==> src/swrs_regs.svh <==
/*
 * Constants of the switch reset sequencer: timing, field positions,
 * mode codes and reset values.
 * Assumes one 100 MHz core clock; included by package and modules.
 */
`ifndef SWRS_REGS_SVH
`define SWRS_REGS_SVH
// Operation
// - master bus released before EEPROM load
// - mode-selected EEPROM load updates registers
// - load error: abort, halt, record error
// - load done flag on finish or error
// - halted: all reset except buses, CSRs
// - halt held until agent clears bit
// - halted: agent reaches CSRs and EEPROM
// - normal operation within 1 s; load 200ms
// - EEPROM write side effects act immediately
// - warm reset completion before reset
// - downstream reset pins default to input
// - mode 0x1 selects EEPROM initialisation
// - three hot reset triggers
// - disable bit masks link-down trigger
// - downstream links forward hot reset
// - hot reset spares PLL, serdes, buses
// - hot reset clears non-sticky fields
// - training starts, quasi-reset follows at once
// - links train within 20ms
// - config retry within 100ms
// - boot inputs sampled on pin release
// - halt pin sets halt status bit
// - hot reset completion before reset

`define SWRS_CLK_KHZ       100000
`define SWRS_EEP_BUDGET_MS 200
`define SWRS_NORMAL_MS     1000
`define SWRS_LINK_TRAIN_MS 20
`define SWRS_CFG_READY_MS  100

`define SWRS_MODE_EEPROM   4'h1
`define SWRS_ERR_TIMEOUT   8'hFF

// reset-control vector positions and reset value
`define SWRS_RST_CORE      0
`define SWRS_RST_QUASI     1
`define SWRS_RST_SLAVE     2
`define SWRS_RST_MASTER    3
`define SWRS_RST_INIT      4'hF

// synchronised pin vector positions
`define SWRS_SYNC_W        7
`define SWRS_PIN_RSTN      0
`define SWRS_PIN_MODE_LO   1
`define SWRS_PIN_MODE_HI   4
`define SWRS_PIN_SLOW      5
`define SWRS_PIN_HALT      6

`define SWRS_DS_PORTS      2
`define SWRS_TMR_W         32
`endif

==> src/swrs_pkg.sv <==
/*
 * Types of the switch reset sequencer.
 * Assumes swrs_regs.svh for widths and reset values.
 */
`include "swrs_regs.svh"

package swrs_pkg;
    typedef enum logic [3:0] {
        ST_PERST  = 4'h0,
        ST_BOOT   = 4'h1,
        ST_SLAVE  = 4'h2,
        ST_MASTER = 4'h3,
        ST_LOAD   = 4'h4,
        ST_HALT   = 4'h5,
        ST_RUN    = 4'h6,
        ST_HOT    = 4'h7,
        ST_WARM   = 4'h8,
        ST_QUASI  = 4'h9
    } swrs_st_type;

    typedef struct packed {
        swrs_st_type                 st;
        logic [3:0]                  rst;
        logic [3:0]                  mode;
        logic                        slow;
        logic                        boot_halt;
        logic                        from_pin;
        logic                        nonsticky;
        logic                        train;
        logic                        load_start;
        logic                        csr_en;
        logic                        warm_cpl;
        logic                        hot_cpl;
        logic                        halt_ctl;
        logic                        halt_sts;
        logic                        done;
        logic                        err;
        logic [7:0]                  code;
        logic                        cfg_v;
        logic [11:0]                 cfg_a;
        logic [31:0]                 cfg_d;
        logic [`SWRS_DS_PORTS-1:0]   ds_tx;
        logic [`SWRS_DS_PORTS-1:0]   ds_o;
        logic [`SWRS_DS_PORTS-1:0]   ds_oe;
        logic                        dl_prev;
        logic                        normal;
    } swrs_seq_type;

    localparam swrs_seq_type SWRS_SEQ_INIT = '{st: ST_PERST, rst: `SWRS_RST_INIT, from_pin: 1'b1, default: '0};

    typedef struct packed {
        logic [`SWRS_SYNC_W-1:0] s1;
        logic [`SWRS_SYNC_W-1:0] s2;
    } swrs_sync_type;

    typedef struct packed {
        logic [`SWRS_TMR_W-1:0] cnt;
        logic                   run;
        logic                   expired;
    } swrs_tmr_type;
endpackage

==> src/swrs_sync.sv <==
/*
 * Two-flop synchroniser for the boot and reset pins.
 * Assumes pins are asynchronous to core_clk.
 */
`timescale 1ns/1ps
`include "swrs_regs.svh"

module swrs_sync (
    // clock and reset
    input  wire logic                     core_clk,
    input  wire logic                     sys_rst,
    // pins and synchronised copy
    input  wire logic [`SWRS_SYNC_W-1:0]  pin_in,
    output logic      [`SWRS_SYNC_W-1:0]  pin_sync
);
    import swrs_pkg::*;

    swrs_sync_type q;
    swrs_sync_type d;

    // first flop feeds only the second
    always_comb begin
        d.s1 = pin_in;
        d.s2 = q.s1;
    end

    always_ff @(posedge core_clk or posedge sys_rst) begin
        if (sys_rst) begin
            q <= '0;
        end else begin
            q <= d;
        end
    end

    assign pin_sync = q.s2;
endmodule

==> src/swrs_timer.sv <==
/*
 * Budget timer: counts limit cycles after start, then flags expiry.
 * Assumes start and stop come from logic on core_clk.
 */
`timescale 1ns/1ps
`include "swrs_regs.svh"

module swrs_timer (
    // clock and reset
    input  wire logic                    core_clk,
    input  wire logic                    sys_rst,
    // control
    input  wire logic                    start,
    input  wire logic                    stop,
    input  wire logic [`SWRS_TMR_W-1:0]  limit,
    // status
    output logic                         expired
);
    import swrs_pkg::*;

    swrs_tmr_type q;
    swrs_tmr_type d;

    always_comb begin
        d = q;
        if (start) begin
            d.cnt = limit;
            d.run = 1'b1;
            d.expired = 1'b0;
        end else if (stop) begin
            d.run = 1'b0;
        end else if (q.run) begin
            if (q.cnt <= `SWRS_TMR_W'(1)) begin
                d.run = 1'b0;
                d.expired = 1'b1;
            end else begin
                d.cnt = q.cnt - `SWRS_TMR_W'(1);
            end
        end
    end

    always_ff @(posedge core_clk or posedge sys_rst) begin
        if (sys_rst) begin
            q <= '0;
        end else begin
            q <= d;
        end
    end

    assign expired = q.expired;
endmodule

==> src/swrs_seq.sv <==
/*
 * Switch reset sequencer: fundamental, warm and hot reset sequencing,
 * EEPROM load supervision and halt-after-reset.
 * Assumes CSR strobes, loader and link status share core_clk; boot
 * pins are asynchronous.
 */
`timescale 1ns/1ps
`include "swrs_regs.svh"

module swrs_seq #(
    parameter int unsigned EEP_BUDGET_CYC = `SWRS_EEP_BUDGET_MS * `SWRS_CLK_KHZ
) (
    // clock and reset
    input  wire logic                       core_clk,
    input  wire logic                       sys_rst,
    // boot pins
    input  wire logic                       fundamental_reset_n,
    input  wire logic [3:0]                 operating_mode_select,
    input  wire logic                       master_bus_slow_select,
    input  wire logic                       halt_after_reset_pin,
    // control register strobes
    input  wire logic                       warm_reset_request,
    input  wire logic                       hot_reset_request,
    input  wire logic                       link_down_hot_reset_disable,
    input  wire logic                       halt_clear,
    // upstream link
    input  wire logic                       us_ts1_hot_reset,
    input  wire logic                       us_dl_down,
    // downstream ports
    input  wire logic [`SWRS_DS_PORTS-1:0]  ds_link_up,
    input  wire logic [`SWRS_DS_PORTS-1:0]  ds_reset_func_en,
    // eeprom loader
    input  wire logic                       eep_wr_valid,
    input  wire logic [11:0]                eep_wr_addr,
    input  wire logic [31:0]                eep_wr_data,
    input  wire logic                       eep_set_halt,
    input  wire logic                       eep_load_done,
    input  wire logic                       eep_load_error,
    input  wire logic [7:0]                 eep_error_code,
    // reset controls
    output logic                            core_rst,
    output logic                            nonsticky_rst,
    output logic                            stack_quasi_rst,
    output logic                            link_train_en,
    output logic                            slave_bus_rst,
    output logic                            master_bus_rst,
    output logic                            master_bus_slow,
    output logic                            csr_access_en,
    output logic                            normal_op,
    // completions
    output logic                            warm_reset_cpl,
    output logic                            hot_reset_cpl,
    // status bits
    output logic                            halt_after_reset,
    output logic                            halt_status,
    output logic                            load_done,
    output logic                            load_error,
    output logic [7:0]                      load_error_code,
    output logic                            eep_load_start,
    // register writes from eeprom
    output logic                            cfg_wr_valid,
    output logic [11:0]                     cfg_wr_addr,
    output logic [31:0]                     cfg_wr_data,
    // downstream reset pins
    output logic [`SWRS_DS_PORTS-1:0]       ds_hot_reset_tx,
    output logic [`SWRS_DS_PORTS-1:0]       ds_reset_o,
    output logic [`SWRS_DS_PORTS-1:0]       ds_reset_oe
);
    import swrs_pkg::*;

    swrs_seq_type              q;
    swrs_seq_type              d;
    logic [`SWRS_SYNC_W-1:0]   pins;
    logic                      tmr_expired;
    logic                      rstn;
    logic                      hot_trig;
    logic [`SWRS_DS_PORTS-1:0] tx_w;
    logic [`SWRS_DS_PORTS-1:0] oe_w;

    swrs_sync u_sync (
        .core_clk (core_clk),
        .sys_rst  (sys_rst),
        .pin_in   ({halt_after_reset_pin, master_bus_slow_select,
                    operating_mode_select, fundamental_reset_n}),
        .pin_sync (pins)
    );

    swrs_timer u_timer (
        .core_clk (core_clk),
        .sys_rst  (sys_rst),
        .start    (q.load_start),
        .stop     (q.st != ST_LOAD),
        .limit    (`SWRS_TMR_W'(EEP_BUDGET_CYC)),
        .expired  (tmr_expired)
    );

    assign rstn = pins[`SWRS_PIN_RSTN];

    assign hot_trig = us_ts1_hot_reset | hot_reset_request
                    | (us_dl_down & ~q.dl_prev & ~link_down_hot_reset_disable);

    for (genvar i = 0; i < `SWRS_DS_PORTS; i++) begin : g_ds
        assign tx_w[i] = ds_link_up[i];
        // pins are inputs in fundamental reset
        assign oe_w[i] = ds_reset_func_en[i] & (q.st != ST_PERST) & (q.st != ST_WARM);
    end

    always_comb begin
        d = q;
        d.load_start = 1'b0;
        d.warm_cpl = 1'b0;
        d.hot_cpl = 1'b0;
        d.cfg_v = 1'b0;
        d.nonsticky = 1'b0;
        d.ds_tx = '0;
        d.dl_prev = us_dl_down;
        if (halt_clear) begin
            d.halt_ctl = 1'b0;
        end
        case (q.st)
            ST_PERST: begin
                d.rst = `SWRS_RST_INIT;
                d.train = 1'b0;
                d.csr_en = 1'b0;
                d.normal = 1'b0;
                d.from_pin = 1'b1;
                d.st = ST_BOOT;
            end
            ST_BOOT: begin
                if (q.from_pin) begin
                    d.mode = pins[`SWRS_PIN_MODE_HI:`SWRS_PIN_MODE_LO];
                    d.slow = pins[`SWRS_PIN_SLOW];
                    d.boot_halt = pins[`SWRS_PIN_HALT];
                end
                if (q.from_pin ? pins[`SWRS_PIN_HALT] : q.boot_halt) begin
                    d.halt_sts = 1'b1;
                end
                d.train = 1'b1;
                d.rst[`SWRS_RST_QUASI] = 1'b1;
                d.done = 1'b0;
                d.err = 1'b0;
                d.code = '0;
                d.from_pin = 1'b0;
                d.st = ST_SLAVE;
            end
            ST_SLAVE: begin
                d.rst[`SWRS_RST_SLAVE] = 1'b0;
                d.csr_en = 1'b1;
                d.st = ST_MASTER;
            end
            ST_MASTER: begin
                d.rst[`SWRS_RST_MASTER] = 1'b0;
                if (q.mode == `SWRS_MODE_EEPROM) begin
                    d.load_start = 1'b1;
                    d.st = ST_LOAD;
                end else begin
                    d.st = q.halt_ctl ? ST_HALT : ST_RUN;
                end
            end
            ST_LOAD: begin
                d.cfg_v = eep_wr_valid;
                d.cfg_a = eep_wr_addr;
                d.cfg_d = eep_wr_data;
                if (eep_set_halt) begin
                    d.halt_ctl = 1'b1;
                end
                if (eep_load_error || (tmr_expired && !q.load_start)) begin
                    d.err = 1'b1;
                    d.code = eep_load_error ? eep_error_code : `SWRS_ERR_TIMEOUT;
                    d.halt_ctl = 1'b1;
                    d.done = 1'b1;
                    d.st = ST_HALT;
                end else if (eep_load_done) begin
                    d.done = 1'b1;
                    d.st = (q.halt_ctl || eep_set_halt) ? ST_HALT : ST_RUN;
                end
            end
            ST_HALT: begin
                d.rst = `SWRS_RST_INIT;
                d.rst[`SWRS_RST_SLAVE] = 1'b0;
                d.rst[`SWRS_RST_MASTER] = 1'b0;
                d.csr_en = 1'b1;
                if (!q.halt_ctl) begin
                    d.st = ST_RUN;
                end
            end
            ST_RUN: begin
                d.rst[`SWRS_RST_CORE] = 1'b0;
                d.rst[`SWRS_RST_QUASI] = 1'b0;
                d.normal = 1'b1;
                if (warm_reset_request) begin
                    d.warm_cpl = 1'b1;
                    d.st = ST_WARM;
                end else if (hot_trig) begin
                    d.hot_cpl = hot_reset_request;
                    d.st = ST_HOT;
                end
            end
            ST_WARM: begin
                d.rst = `SWRS_RST_INIT;
                d.train = 1'b0;
                d.csr_en = 1'b0;
                d.normal = 1'b0;
                d.st = ST_BOOT;
            end
            ST_HOT: begin
                d.rst[`SWRS_RST_CORE] = 1'b1;
                d.rst[`SWRS_RST_QUASI] = 1'b1;
                d.nonsticky = 1'b1;
                d.ds_tx = tx_w;
                d.train = 1'b0;
                d.normal = 1'b0;
                if (!us_ts1_hot_reset) begin
                    d.st = ST_QUASI;
                end
            end
            ST_QUASI: begin
                d.train = 1'b1;
                d.rst[`SWRS_RST_CORE] = 1'b0;
                d.st = ST_RUN;
            end
            default: begin
                d.st = ST_PERST;
            end
        endcase
        d.ds_oe = oe_w;
        d.ds_o = {`SWRS_DS_PORTS{~d.rst[`SWRS_RST_CORE]}};
        // pin reset overrides state, reset vector, normal flag and load start
        if (!rstn) begin
            d.st = ST_PERST;
            d.rst = `SWRS_RST_INIT;
            d.normal = 1'b0;
            // no load start while master bus held
            d.load_start = 1'b0;
        end
    end

    always_ff @(posedge core_clk or posedge sys_rst) begin
        if (sys_rst) begin
            q <= SWRS_SEQ_INIT;
        end else begin
            q <= d;
        end
    end

    assign core_rst        = q.rst[`SWRS_RST_CORE];
    assign stack_quasi_rst = q.rst[`SWRS_RST_QUASI];
    assign slave_bus_rst   = q.rst[`SWRS_RST_SLAVE];
    assign master_bus_rst  = q.rst[`SWRS_RST_MASTER];
    assign nonsticky_rst   = q.nonsticky;
    assign link_train_en   = q.train;
    assign master_bus_slow = q.slow;
    assign csr_access_en   = q.csr_en;
    assign normal_op       = q.normal;
    assign warm_reset_cpl  = q.warm_cpl;
    assign hot_reset_cpl   = q.hot_cpl;
    assign halt_after_reset = q.halt_ctl;
    assign halt_status     = q.halt_sts;
    assign load_done       = q.done;
    assign load_error      = q.err;
    assign load_error_code = q.code;
    assign eep_load_start  = q.load_start;
    assign cfg_wr_valid    = q.cfg_v;
    assign cfg_wr_addr     = q.cfg_a;
    assign cfg_wr_data     = q.cfg_d;
    assign ds_hot_reset_tx = q.ds_tx;
    assign ds_reset_o      = q.ds_o;
    assign ds_reset_oe     = q.ds_oe;
endmodule

==> config.mk <==
export PLATFORM = sky130hd
export DESIGN_NAME = swrs_seq
export DESIGN_NICKNAME = d
export VERILOG_FILES = /design/src/swrs_pkg.sv /design/src/swrs_sync.sv /design/src/swrs_timer.sv /design/src/swrs_seq.sv
export VERILOG_INCLUDE_DIRS = /design/src
export SDC_FILE = /design/constraint.sdc
export NUM_CORES = 1
export LEC_CHECK = 0
export BUFFER_PORTS_ARGS = -buffer_cell sky130_fd_sc_hd__buf_2
export CORE_MARGIN = 10
export CORE_UTILIZATION = 25
export CTS_BUF_LIST = sky130_fd_sc_hd__clkbuf_4 sky130_fd_sc_hd__clkbuf_8
export CTS_CLUSTER_DIAMETER = 200
export CTS_CLUSTER_SIZE = 14
export DETAILED_ROUTE_END_ITERATION = 10
export GPL_ROUTABILITY_DRIVEN = 0
export GPL_TIMING_DRIVEN = 0
export PLACE_DENSITY = 0.45
export REMOVE_ABC_BUFFERS = 1
export SYNTH_ARGS = -nofsm -noshare
export SYNTH_HDL_FRONTEND = slang
export SYNTH_SLANG_ARGS = --single-unit
==> constraint.sdc <==
create_clock -name core_clk -period 4.64 [get_ports core_clk]
set_clock_uncertainty 0.1 [all_clocks]
set_input_delay 0.464 -clock core_clk [delete_from_list [all_inputs] [get_ports core_clk]]
set_output_delay 0.464 -clock core_clk [all_outputs]
set_load 0.1 [all_outputs]
**After elaboration in Yosys (flattened, before gate mapping)**

Index checks and enable logic that the tools add are counted.

- Logic and storage cells: 144
- Output and inout bits: 75
- Flip-flop bits (word level): 133
- Input bits: 75

- $add $sub $neg: 1
- Reductions and logical operators: 27
- Bitwise operators: 11
- Equality and inequality tests: 24
- Multiplexer cells: 47
- Order comparisons: 1

Operators by type and width:

| kind | number |
|---|---|
| two-way mux 34 bit | 2 |
| two-way mux 32 bit | 2 |
| two-way mux 45 bit | 1 |
| one-hot mux 4 bit (9 select lines) | 1 |
| <= comparator 32 x 1 -> 1 bit, second input constant | 1 |
| subtractor 32 x 1 -> 32 bit, second input constant | 1 |
| two-way mux 4 bit | 6 |
| != test 3 bit, second input constant | 7 |
| one-hot mux 10 bit (2 select lines) | 1 |
| two-way mux 1 bit | 17 |
| == test 4 x 3 -> 1 bit, second input constant | 4 |
| two-way mux 8 bit | 2 |
| one-hot mux 1 bit (2 select lines) | 8 |
| two-way mux 2 bit | 6 |
| != test 4 bit, second input constant | 3 |
| nonzero test 2 bit | 6 |
| OR reduction 2 bit | 5 |
| two-way mux 9 bit | 1 |
| == test 4 x 1 -> 1 bit, second input constant | 2 |
| == test 4 x 2 -> 1 bit, second input constant | 2 |
| == test 4 bit, second input constant | 2 |
| AND reduction 2 bit | 4 |
| bitwise AND 1 bit | 6 |
| != test 2 bit, second input constant | 3 |
| other kinds (13) | 18 |

**Logic depth before layout (Yosys ltp)**

Gate-level depths: netlist of run 1.

- Depth in word-level cells: 8
- Mapped depth: 7

**Cells and area by module**

Synthesis of run 1 repeated with hierarchy kept, for this count alone.

- Cell total of the unflattened synthesis: 593
- Area, all modules: 6556.3 µm²

Modules (own cells, without submodules):

| module | instances | area each (µm²) | cells an instance |
|---|---|---|---|
| swrs_seq | 1 | 4003.8 | 328 |
| swrs_timer | 1 | 2198.4 | 250 |
| swrs_sync | 1 | 354.1 | 15 |

**Least setup slack after synthesis of run 1**

OpenSTA, ideal clock, no wires.

- Path kind: register to register
- From: reg u_timer.q[10] (netlist bit)
- To: reg u_timer.q[26] (netlist bit)
- Arrival: 2.763 ns
- Slack: 1.645 ns
- Stages on the path, launching flop included: 8
- Path through: dfrtp_1 > or4_4 > or4_1 > buf_2 > or4b_1 > clkbuf_2 > o31a_1 > or3_1

- Word-level cells in the longest chain between the ends: 5
- Elaborated cells on any way between the ends: 8
- Classes of those cells: add/sub: 1; order compare: 1; eq/ne: 1; mux: 4; reduce/logical: 1

Ends and longest elaborated chain:

| what | RTL line | RTL |
|---|---|---|
| start, declared | swrs_timer.sv:21 | `swrs_tmr_type q;` |
| start signal, assigned | swrs_timer.sv:44 | `q <= '0;` |
| start signal, assigned | swrs_timer.sv:46 | `q <= d;` |
| subtractor 32 x 1 -> 32 bit | swrs_timer.sv:37 | `` d.cnt = q.cnt - `SWRS_TMR_W'(1); `` |
| two-way mux 32 bit | swrs_timer.sv:33 | `` if (q.cnt <= `SWRS_TMR_W'(1)) begin `` |
| two-way mux 34 bit | swrs_timer.sv:32 | `end else if (q.run) begin` |
| two-way mux 32 bit | swrs_timer.sv:30 | `end else if (stop) begin` |
| two-way mux 34 bit | swrs_timer.sv:26 | `if (start) begin` |

Parallel ways exist; a longest one is shown, timed or not. The select of a mux whose other input is x is not followed.
A chain may end at the register's enable or synchronous reset.

**Worst setup path after layout of run 1**

- From: reg q[84] (netlist bit)
- To: reg u_timer.q[33] (netlist bit)

- Word-level cells in the longest chain between the ends: 3

Ends and longest elaborated chain:

| what | RTL line | RTL |
|---|---|---|
| start, declared | swrs_seq.sv:71 | `swrs_seq_type q;` |
| start signal, assigned | swrs_seq.sv:240 | `q <= SWRS_SEQ_INIT;` |
| start signal, assigned | swrs_seq.sv:242 | `q <= d;` |
| != test 4 x 3 -> 1 bit | swrs_seq.sv:92 | `.stop (q.st != ST_LOAD),` |
| != test 2 bit (no source line) | -- |  |
| AND reduction 3 bit (no source line) | -- |  |

Every way passes these cells.

==> flow_metrics.tcl, run 1 <==
set metrics [dict create \
    post_cts_resized 0 \
    crit_path_end_kind "flop" \
    path_depth 7 \
    path_buf_inv 2 \
    fillers 2562 \
    whs_ns 0.0475 \
    path_delay_family "simple AND/OR/NAND/NOR gates" \
    required_ns 4.88 \
    slew_viol_final 0 \
    die_w_um 176 \
    grt_antenna_before_repair 1 \
    antenna_cells 0 \
    synth_edf_count 0 \
    synthTopCellsByArea "dfrtp_1 (52%), nand2_1 (9.3%), buf_4 (7.1%)" \
    crit_type "flop to flop" \
    synth.top_cell.area_share_pct 52.3 \
    grt.busiest_layer "met2" \
    drcViolationCount 0 \
    ys_ff_latch 133 \
    wl_per_cell_um 14.3 \
    crit_path_max_fanout 17 \
    synth.cell_area_sq_mm 0.00612 \
    vias 4510 \
    cts-root-buf "clkbuf_8" \
    relSlewSlack_pct 13.1 \
    yosysSeqAreaShare_pct 54.5 \
    syn2layout_area_growth_pct 19.7 \
    cts_tree "done" \
    cts_sinks 133 \
    routed_wl_um 15300 \
    slowest_stage "or4b_4" \
    first_pass_iters 4 \
    boundaryPins 150 \
    start_kind "flop" \
    gr-total-overflow 0 \
    cp_common_cell "buf_4" \
    hold_class "input pin to flop" \
    use_met2_pct 14.9 \
    setup_viol 0 \
    first_iter_violations 221 \
    outcome "completed" \
    grt_max_degree 78 \
    reg2reg_depth 7 \
    cts_buffers 17 \
    period_share_pct 73.0 \
    nets 805 \
    cts_max_level 4 \
    worst_slack_ns 1.25 \
    period_minus_slack_ns 3.39 \
    cp_slowest_stage_delay_ns 0.76 \
    tightest_slew_ns 1.30 \
    yosys_warnings 0 \
    cp.arrival_ns 3.63 \
    synth_area_per_cell_sq_um 9.67 \
    crit_chain "nor4b_2 -> buf_4 -> buf_4 -> nand3_1 -> or4b_4 -> or4_1 -> a21oi_1" \
    synth_cell_types 57 \
    max_freq_mhz 295 \
    placed_area_sq_mm 0.00681 \
    final_area_sq_mm 0.00732 \
    post_drt_via_cell_ratio 4.23 \
    clock_latency_ns 0.44 \
    preCtsSetupSlack_ns 1.19 \
    io_buffers 149 \
    grt_pass1_wl_um 25200 \
    die_h_um 176 \
    dpl.hpwl_um 10600 \
    rrSetupSlack_ns 1.25 \
    postLayoutCoreUtil_pct 30.3 \
    synth_ff_type "dfrtp_1" \
    netlist_instances 633 \
    track_usage_pct 9.94 \
    start_util_pct 25.3 \
    rows 57 \
    fp.dieArea_sq_mm 0.0311 \
    drive_above_1_share_pct 29.7 \
    route.antenna.remaining_nets 0 \
    yosysTopAreaCell "dfrtp_1" \
    cap_violations 0 \
    whs_path_depth 1 \
    rsz0062_at_grt "no" \
    synthArstFlopShare_pct 100 \
    finalHoldViolations 0 \
    cts_buffer_depth 2 \
    grt_pass1_vias 4681 \
    use_met3_pct 3.84 \
    coreArea_sq_mm 0.0242 \
    clk_pin_slew_ns 0.09 \
    grtUsageMet1_pct 12.9 \
]
==> state kept, by name (all words and copies together) (netlist names), 2 cells and up <==
| register | cells |
|---|---|
| u_sync.pin_sync | 7 |
| u_timer.q | 33 |
| cfg_wr_addr | 12 |
| u_sync.d | 7 |
| cfg_wr_data | 32 |
| q | 11 |
| ds_hot_reset_tx | 2 |
| load_error_code | 8 |
| ds_reset_oe | 2 |
==> synthesized netlist by cell type, types with 3 or more instances <==
cell type  number
a211oi_1        3
a21oi_1        24
and2_1          4
buf_4          58
clkbuf_1       26
dfrtp_1       128
dfstp_2         5
inv_1          10
mux2_2          9
mux2i_1         3
nand2_1       151
nand2b_1       10
nand3_1        15
nand3b_1        4
nor2_1         24
nor2b_1        15
nor3_1          6
nor3b_1         3
nor4_1         11
nor4b_1         4
o21ai_0        31
o31a_1          4
o31ai_1         9
or2_2           4
or3_1          19
or4_1          10
xor2_1          4
==> routing by layer <==
layer  wire length, um  vias up  share of wire, %
li1                  -     2279                 -
met1              7090     2100                46
met2              6900      116                45
met3              1100       13               7.2
met4               178        2               1.2
met5                 9        -             0.059
==> what timing repair did <==
item | in CTS | in global routing
hold buffers | 8 | 0
endpoints found under the hold margin | 48 | 0
buffers inserted | 0 | 0
==> metrics by stage <==
step / TNS [ns] / std cells
global placement: -632.21 / 1017
detailed placement: 0 / 1025
global route: 0 / 1065
floorplan: -69.10 / 544
CTS: 0 / 1065
finish: 0 / 1065
==> cell type report <==
class | count | area [sq um] | share of cell area (%)
clock inverter | 14 | 186 | 2.55
multi-input combinational | 401 | 2200 | 30.0
clock buffer | 18 | 248 | 3.38
tap | 324 | 405 | 5.53
timing repair buffer | 165 | 910 | 12.4
sequential | 133 | 3330 | 45.5
inverter | 10 | 42.5 | 0.581
==> final timing paths <==
check / from / end
max: q[84]$_DFFE_PP0P_ / u_timer.q[33]$_DFFE_PP0P_
max in group asynchronous: sys_rst / q[71]$_DFFE_PP1P_
min: master_bus_slow_select / u_sync.d[5]$_DFF_PP0_
max reg2reg: q[84]$_DFFE_PP0P_ / u_timer.q[33]$_DFFE_PP0P_
min in group asynchronous: sys_rst / cfg_wr_addr[5]$_DFFE_PP0P_
min reg2reg: u_sync.d[1]$_DFF_PP0_ / u_sync.pin_sync[1]$_DFF_PP0_
==> placed cells by master, fill, tap and decap left out, types with 4 or more instances in the layout <==
cell	count
clkbuf_8	18
a21oi_1	24
nor2b_1	15
or2_2	4
or4_1	10
xor2_1	4
or3_1	19
nand3b_1	4
buf_4	6
nor2_1	24
nand2b_1	10
and2_1	4
inv_6	6
dlygate4sd3_1	8
o31ai_1	8
nor3_1	6
inv_1	9
dfrtp_1	128
nand2_1	151
dfstp_2	5
nor4_1	11
mux2_2	9
o21ai_0	31
nand3_1	15
buf_2	149
o31a_1	4
==> logic make-up (layout without fill, tap and decap cells) <==
logic type	Yosys count	after routing	synth area share (%)
AOI/OAI and AO/OA	86	86	8.52
xor gates and xnor gates	5	5	0.715
adders and majority gates	2	2	0.409
buffers and inverters	99	207	9.79
DFF	133	133	54.5
muxes	12	12	2.15
and+or+nand+nor	296	296	23.9
Power of run 1 is left out: the tool's default activity adds up to more than one toggle a clock period on the data nets, which glitch-free logic cannot reach.
==> run 2: changes to the inputs <==
Settings changed: PLACE_DENSITY 0.45 to 0.47.
Clock period 4.64 ns to 2.8 ns, I/O delays scaled along.
==> run 2 against run 1 <==
- the run now ends with negative setup slack left
- highest routed layer is now met4
- first-iteration DRC count rose by 57%
- critical path depth fell by 2
- sequential cell count did not move
==> flow_metrics.tcl, run 2 (synthesis gave the netlist of run 1 again) <==
set metrics [dict create \
    hold_class "input pin to flop" \
    syn2layout_area_growth_pct 35.7 \
    violations "negative setup slack" \
    grt_antenna_before_repair 0 \
    gr-total-overflow 0 \
    worst_slack_ns -0.0484 \
    drt-met1-wl_um 7540 \
    period_minus_slack_ns 2.85 \
    grt_max_degree 84 \
    top_register "u_timer.q" \
    finalHoldViolations 0 \
    crit_type "flop to flop" \
    clock_latency_ns 0.44 \
    cts_tree "done" \
    path_delay_family "simple AND/OR/NAND/NOR gates" \
    period_share_pct 102 \
    boundaryPins 150 \
    cp.arrival_ns 3.10 \
    die_h_um 176 \
    coreArea_sq_mm 0.0242 \
    relSlewSlack_pct 52.8 \
    wl_met2_um 7500 \
    nets 900 \
    drive_above_1_share_pct 32.4 \
    first_pass_iters 6 \
    outcome "finished with violations" \
    required_ns 3.05 \
    final_common_cell "nand2_1" \
    antenna_cells 0 \
    fp.dieArea_sq_mm 0.0311 \
    grt_pass1_wl_um 26300 \
    routed_wl_um 16300 \
    rows 57 \
    dpl.hpwl_um 10500 \
    clk_pin_slew_ns 0.08 \
    cts-root-buf "clkbuf_8" \
    cts_sinks 133 \
    cp_common_cell "or4_4" \
    slew_viol_final 0 \
    crit_path_end_kind "flop" \
    start_util_pct 25.3 \
    placed_area_sq_mm 0.00680 \
    final_area_sq_mm 0.00831 \
    start_kind "flop" \
    grt_pass1_vias 5049 \
    die_w_um 176 \
    setup_tns_ns -0.100 \
    post_drt_via_cell_ratio 4.31 \
    largest_reg_flops 33 \
    vias 4996 \
    tightest_slew_ns 0.708 \
    cts_buffer_depth 2 \
    path_buf_inv 0 \
    crit_chain "or4_4 -> or4_4 -> or4b_4 -> or4_4 -> a21oi_2" \
    cts_buffers 17 \
    cts_max_level 4 \
    drcViolationCount 0 \
    route.antenna.remaining_nets 0 \
    wl_per_cell_um 14.0 \
    io_buffers 149 \
    cap_violations 0 \
    crit_path_max_fanout 6 \
    wl_met3_um 1030 \
    highest_layer "met4" \
    first_iter_violations 347 \
    cp_slowest_stage_delay_ns 0.59 \
    max_freq_mhz 351 \
    setup_viol 3 \
    track_usage_pct 10.2 \
    slowest_stage "or4b_4" \
    most-common-layout-cells "nand2_1 (151), buf_2 (149), dfrtp_1 (123), dlygate4sd3_1 (66), buf_4 (39)" \
    rsz0062_at_grt "yes" \
]
run 2: path summary, 6_finish.rpt:
kind / start / endpoint / slack [ns] / depth (start not counted)
max: u_timer.q[17]$_DFFE_PP0P_ / u_timer.q[33]$_DFFE_PP0P_ / -0.05 / 5
min: eep_error_code[2] / load_error_code[2]$_DFFE_PP0P_ / 0.04 / 3
max in group asynchronous: sys_rst / core_rst$_DFF_PP1_ / 1.46 / 4
max reg2reg: u_timer.q[17]$_DFFE_PP0P_ / u_timer.q[33]$_DFFE_PP0P_ / -0.05 / 5
min in group asynchronous: sys_rst / cfg_wr_data[20]$_DFFE_PP0P_ / 0.34 / 3
min reg2reg: u_sync.d[6]$_DFF_PP0_ / u_sync.pin_sync[6]$_DFF_PP0_ / 0.25 / 0
run 2: worst min-delay path, cell delays in order:
cell and delay (ns):
buf_2 0.08, nor2b_1 0.04, o21ai_0 0.13
run 2: area by class of cell:
class | count | area [sq um]
inverters | 10 | 42.5
fillers | 2421 | 15900
well taps | 324 | 405
flip-flops and latches | 133 | 3340
repair buffers | 259 | 1810
multi-input cells | 402 | 2290
clock inverters | 15 | 181
clock buffers | 17 | 234
run 2: what timing repair did:
action                                 CTS  global route
setup buffers                           19            18
hold buffers                            66             0
cloned                                   1             0
gates resized for setup                 15             9
endpoints found under the hold margin  114             0
pin swaps                                8             6
setup endpoints to repair               36            15
run 2: stage by stage:
stage,util [%],setup WS [ns],std cells,hold slack (ns)
after floorplan,-,-4.24,544,0.211
after global placement,27.8,-9.39,1017,0.234
after detailed placement,28.1,-0.820,1024,0.236
after CTS,33.7,-0.0853,1142,0.00293
after global routing,34.4,-0.110,1160,0.00547
final,34.4,-0.0484,1160,0.0362
run 2: layer usage:
metal	vias to the layer above	GRT usage [%]
li1	2475	-
met1	2385	13.4
met2	121	15.3
met3	15	3.97
met4	0	2.80
met5	-	0
Power of run 2 is left out for the same reason.
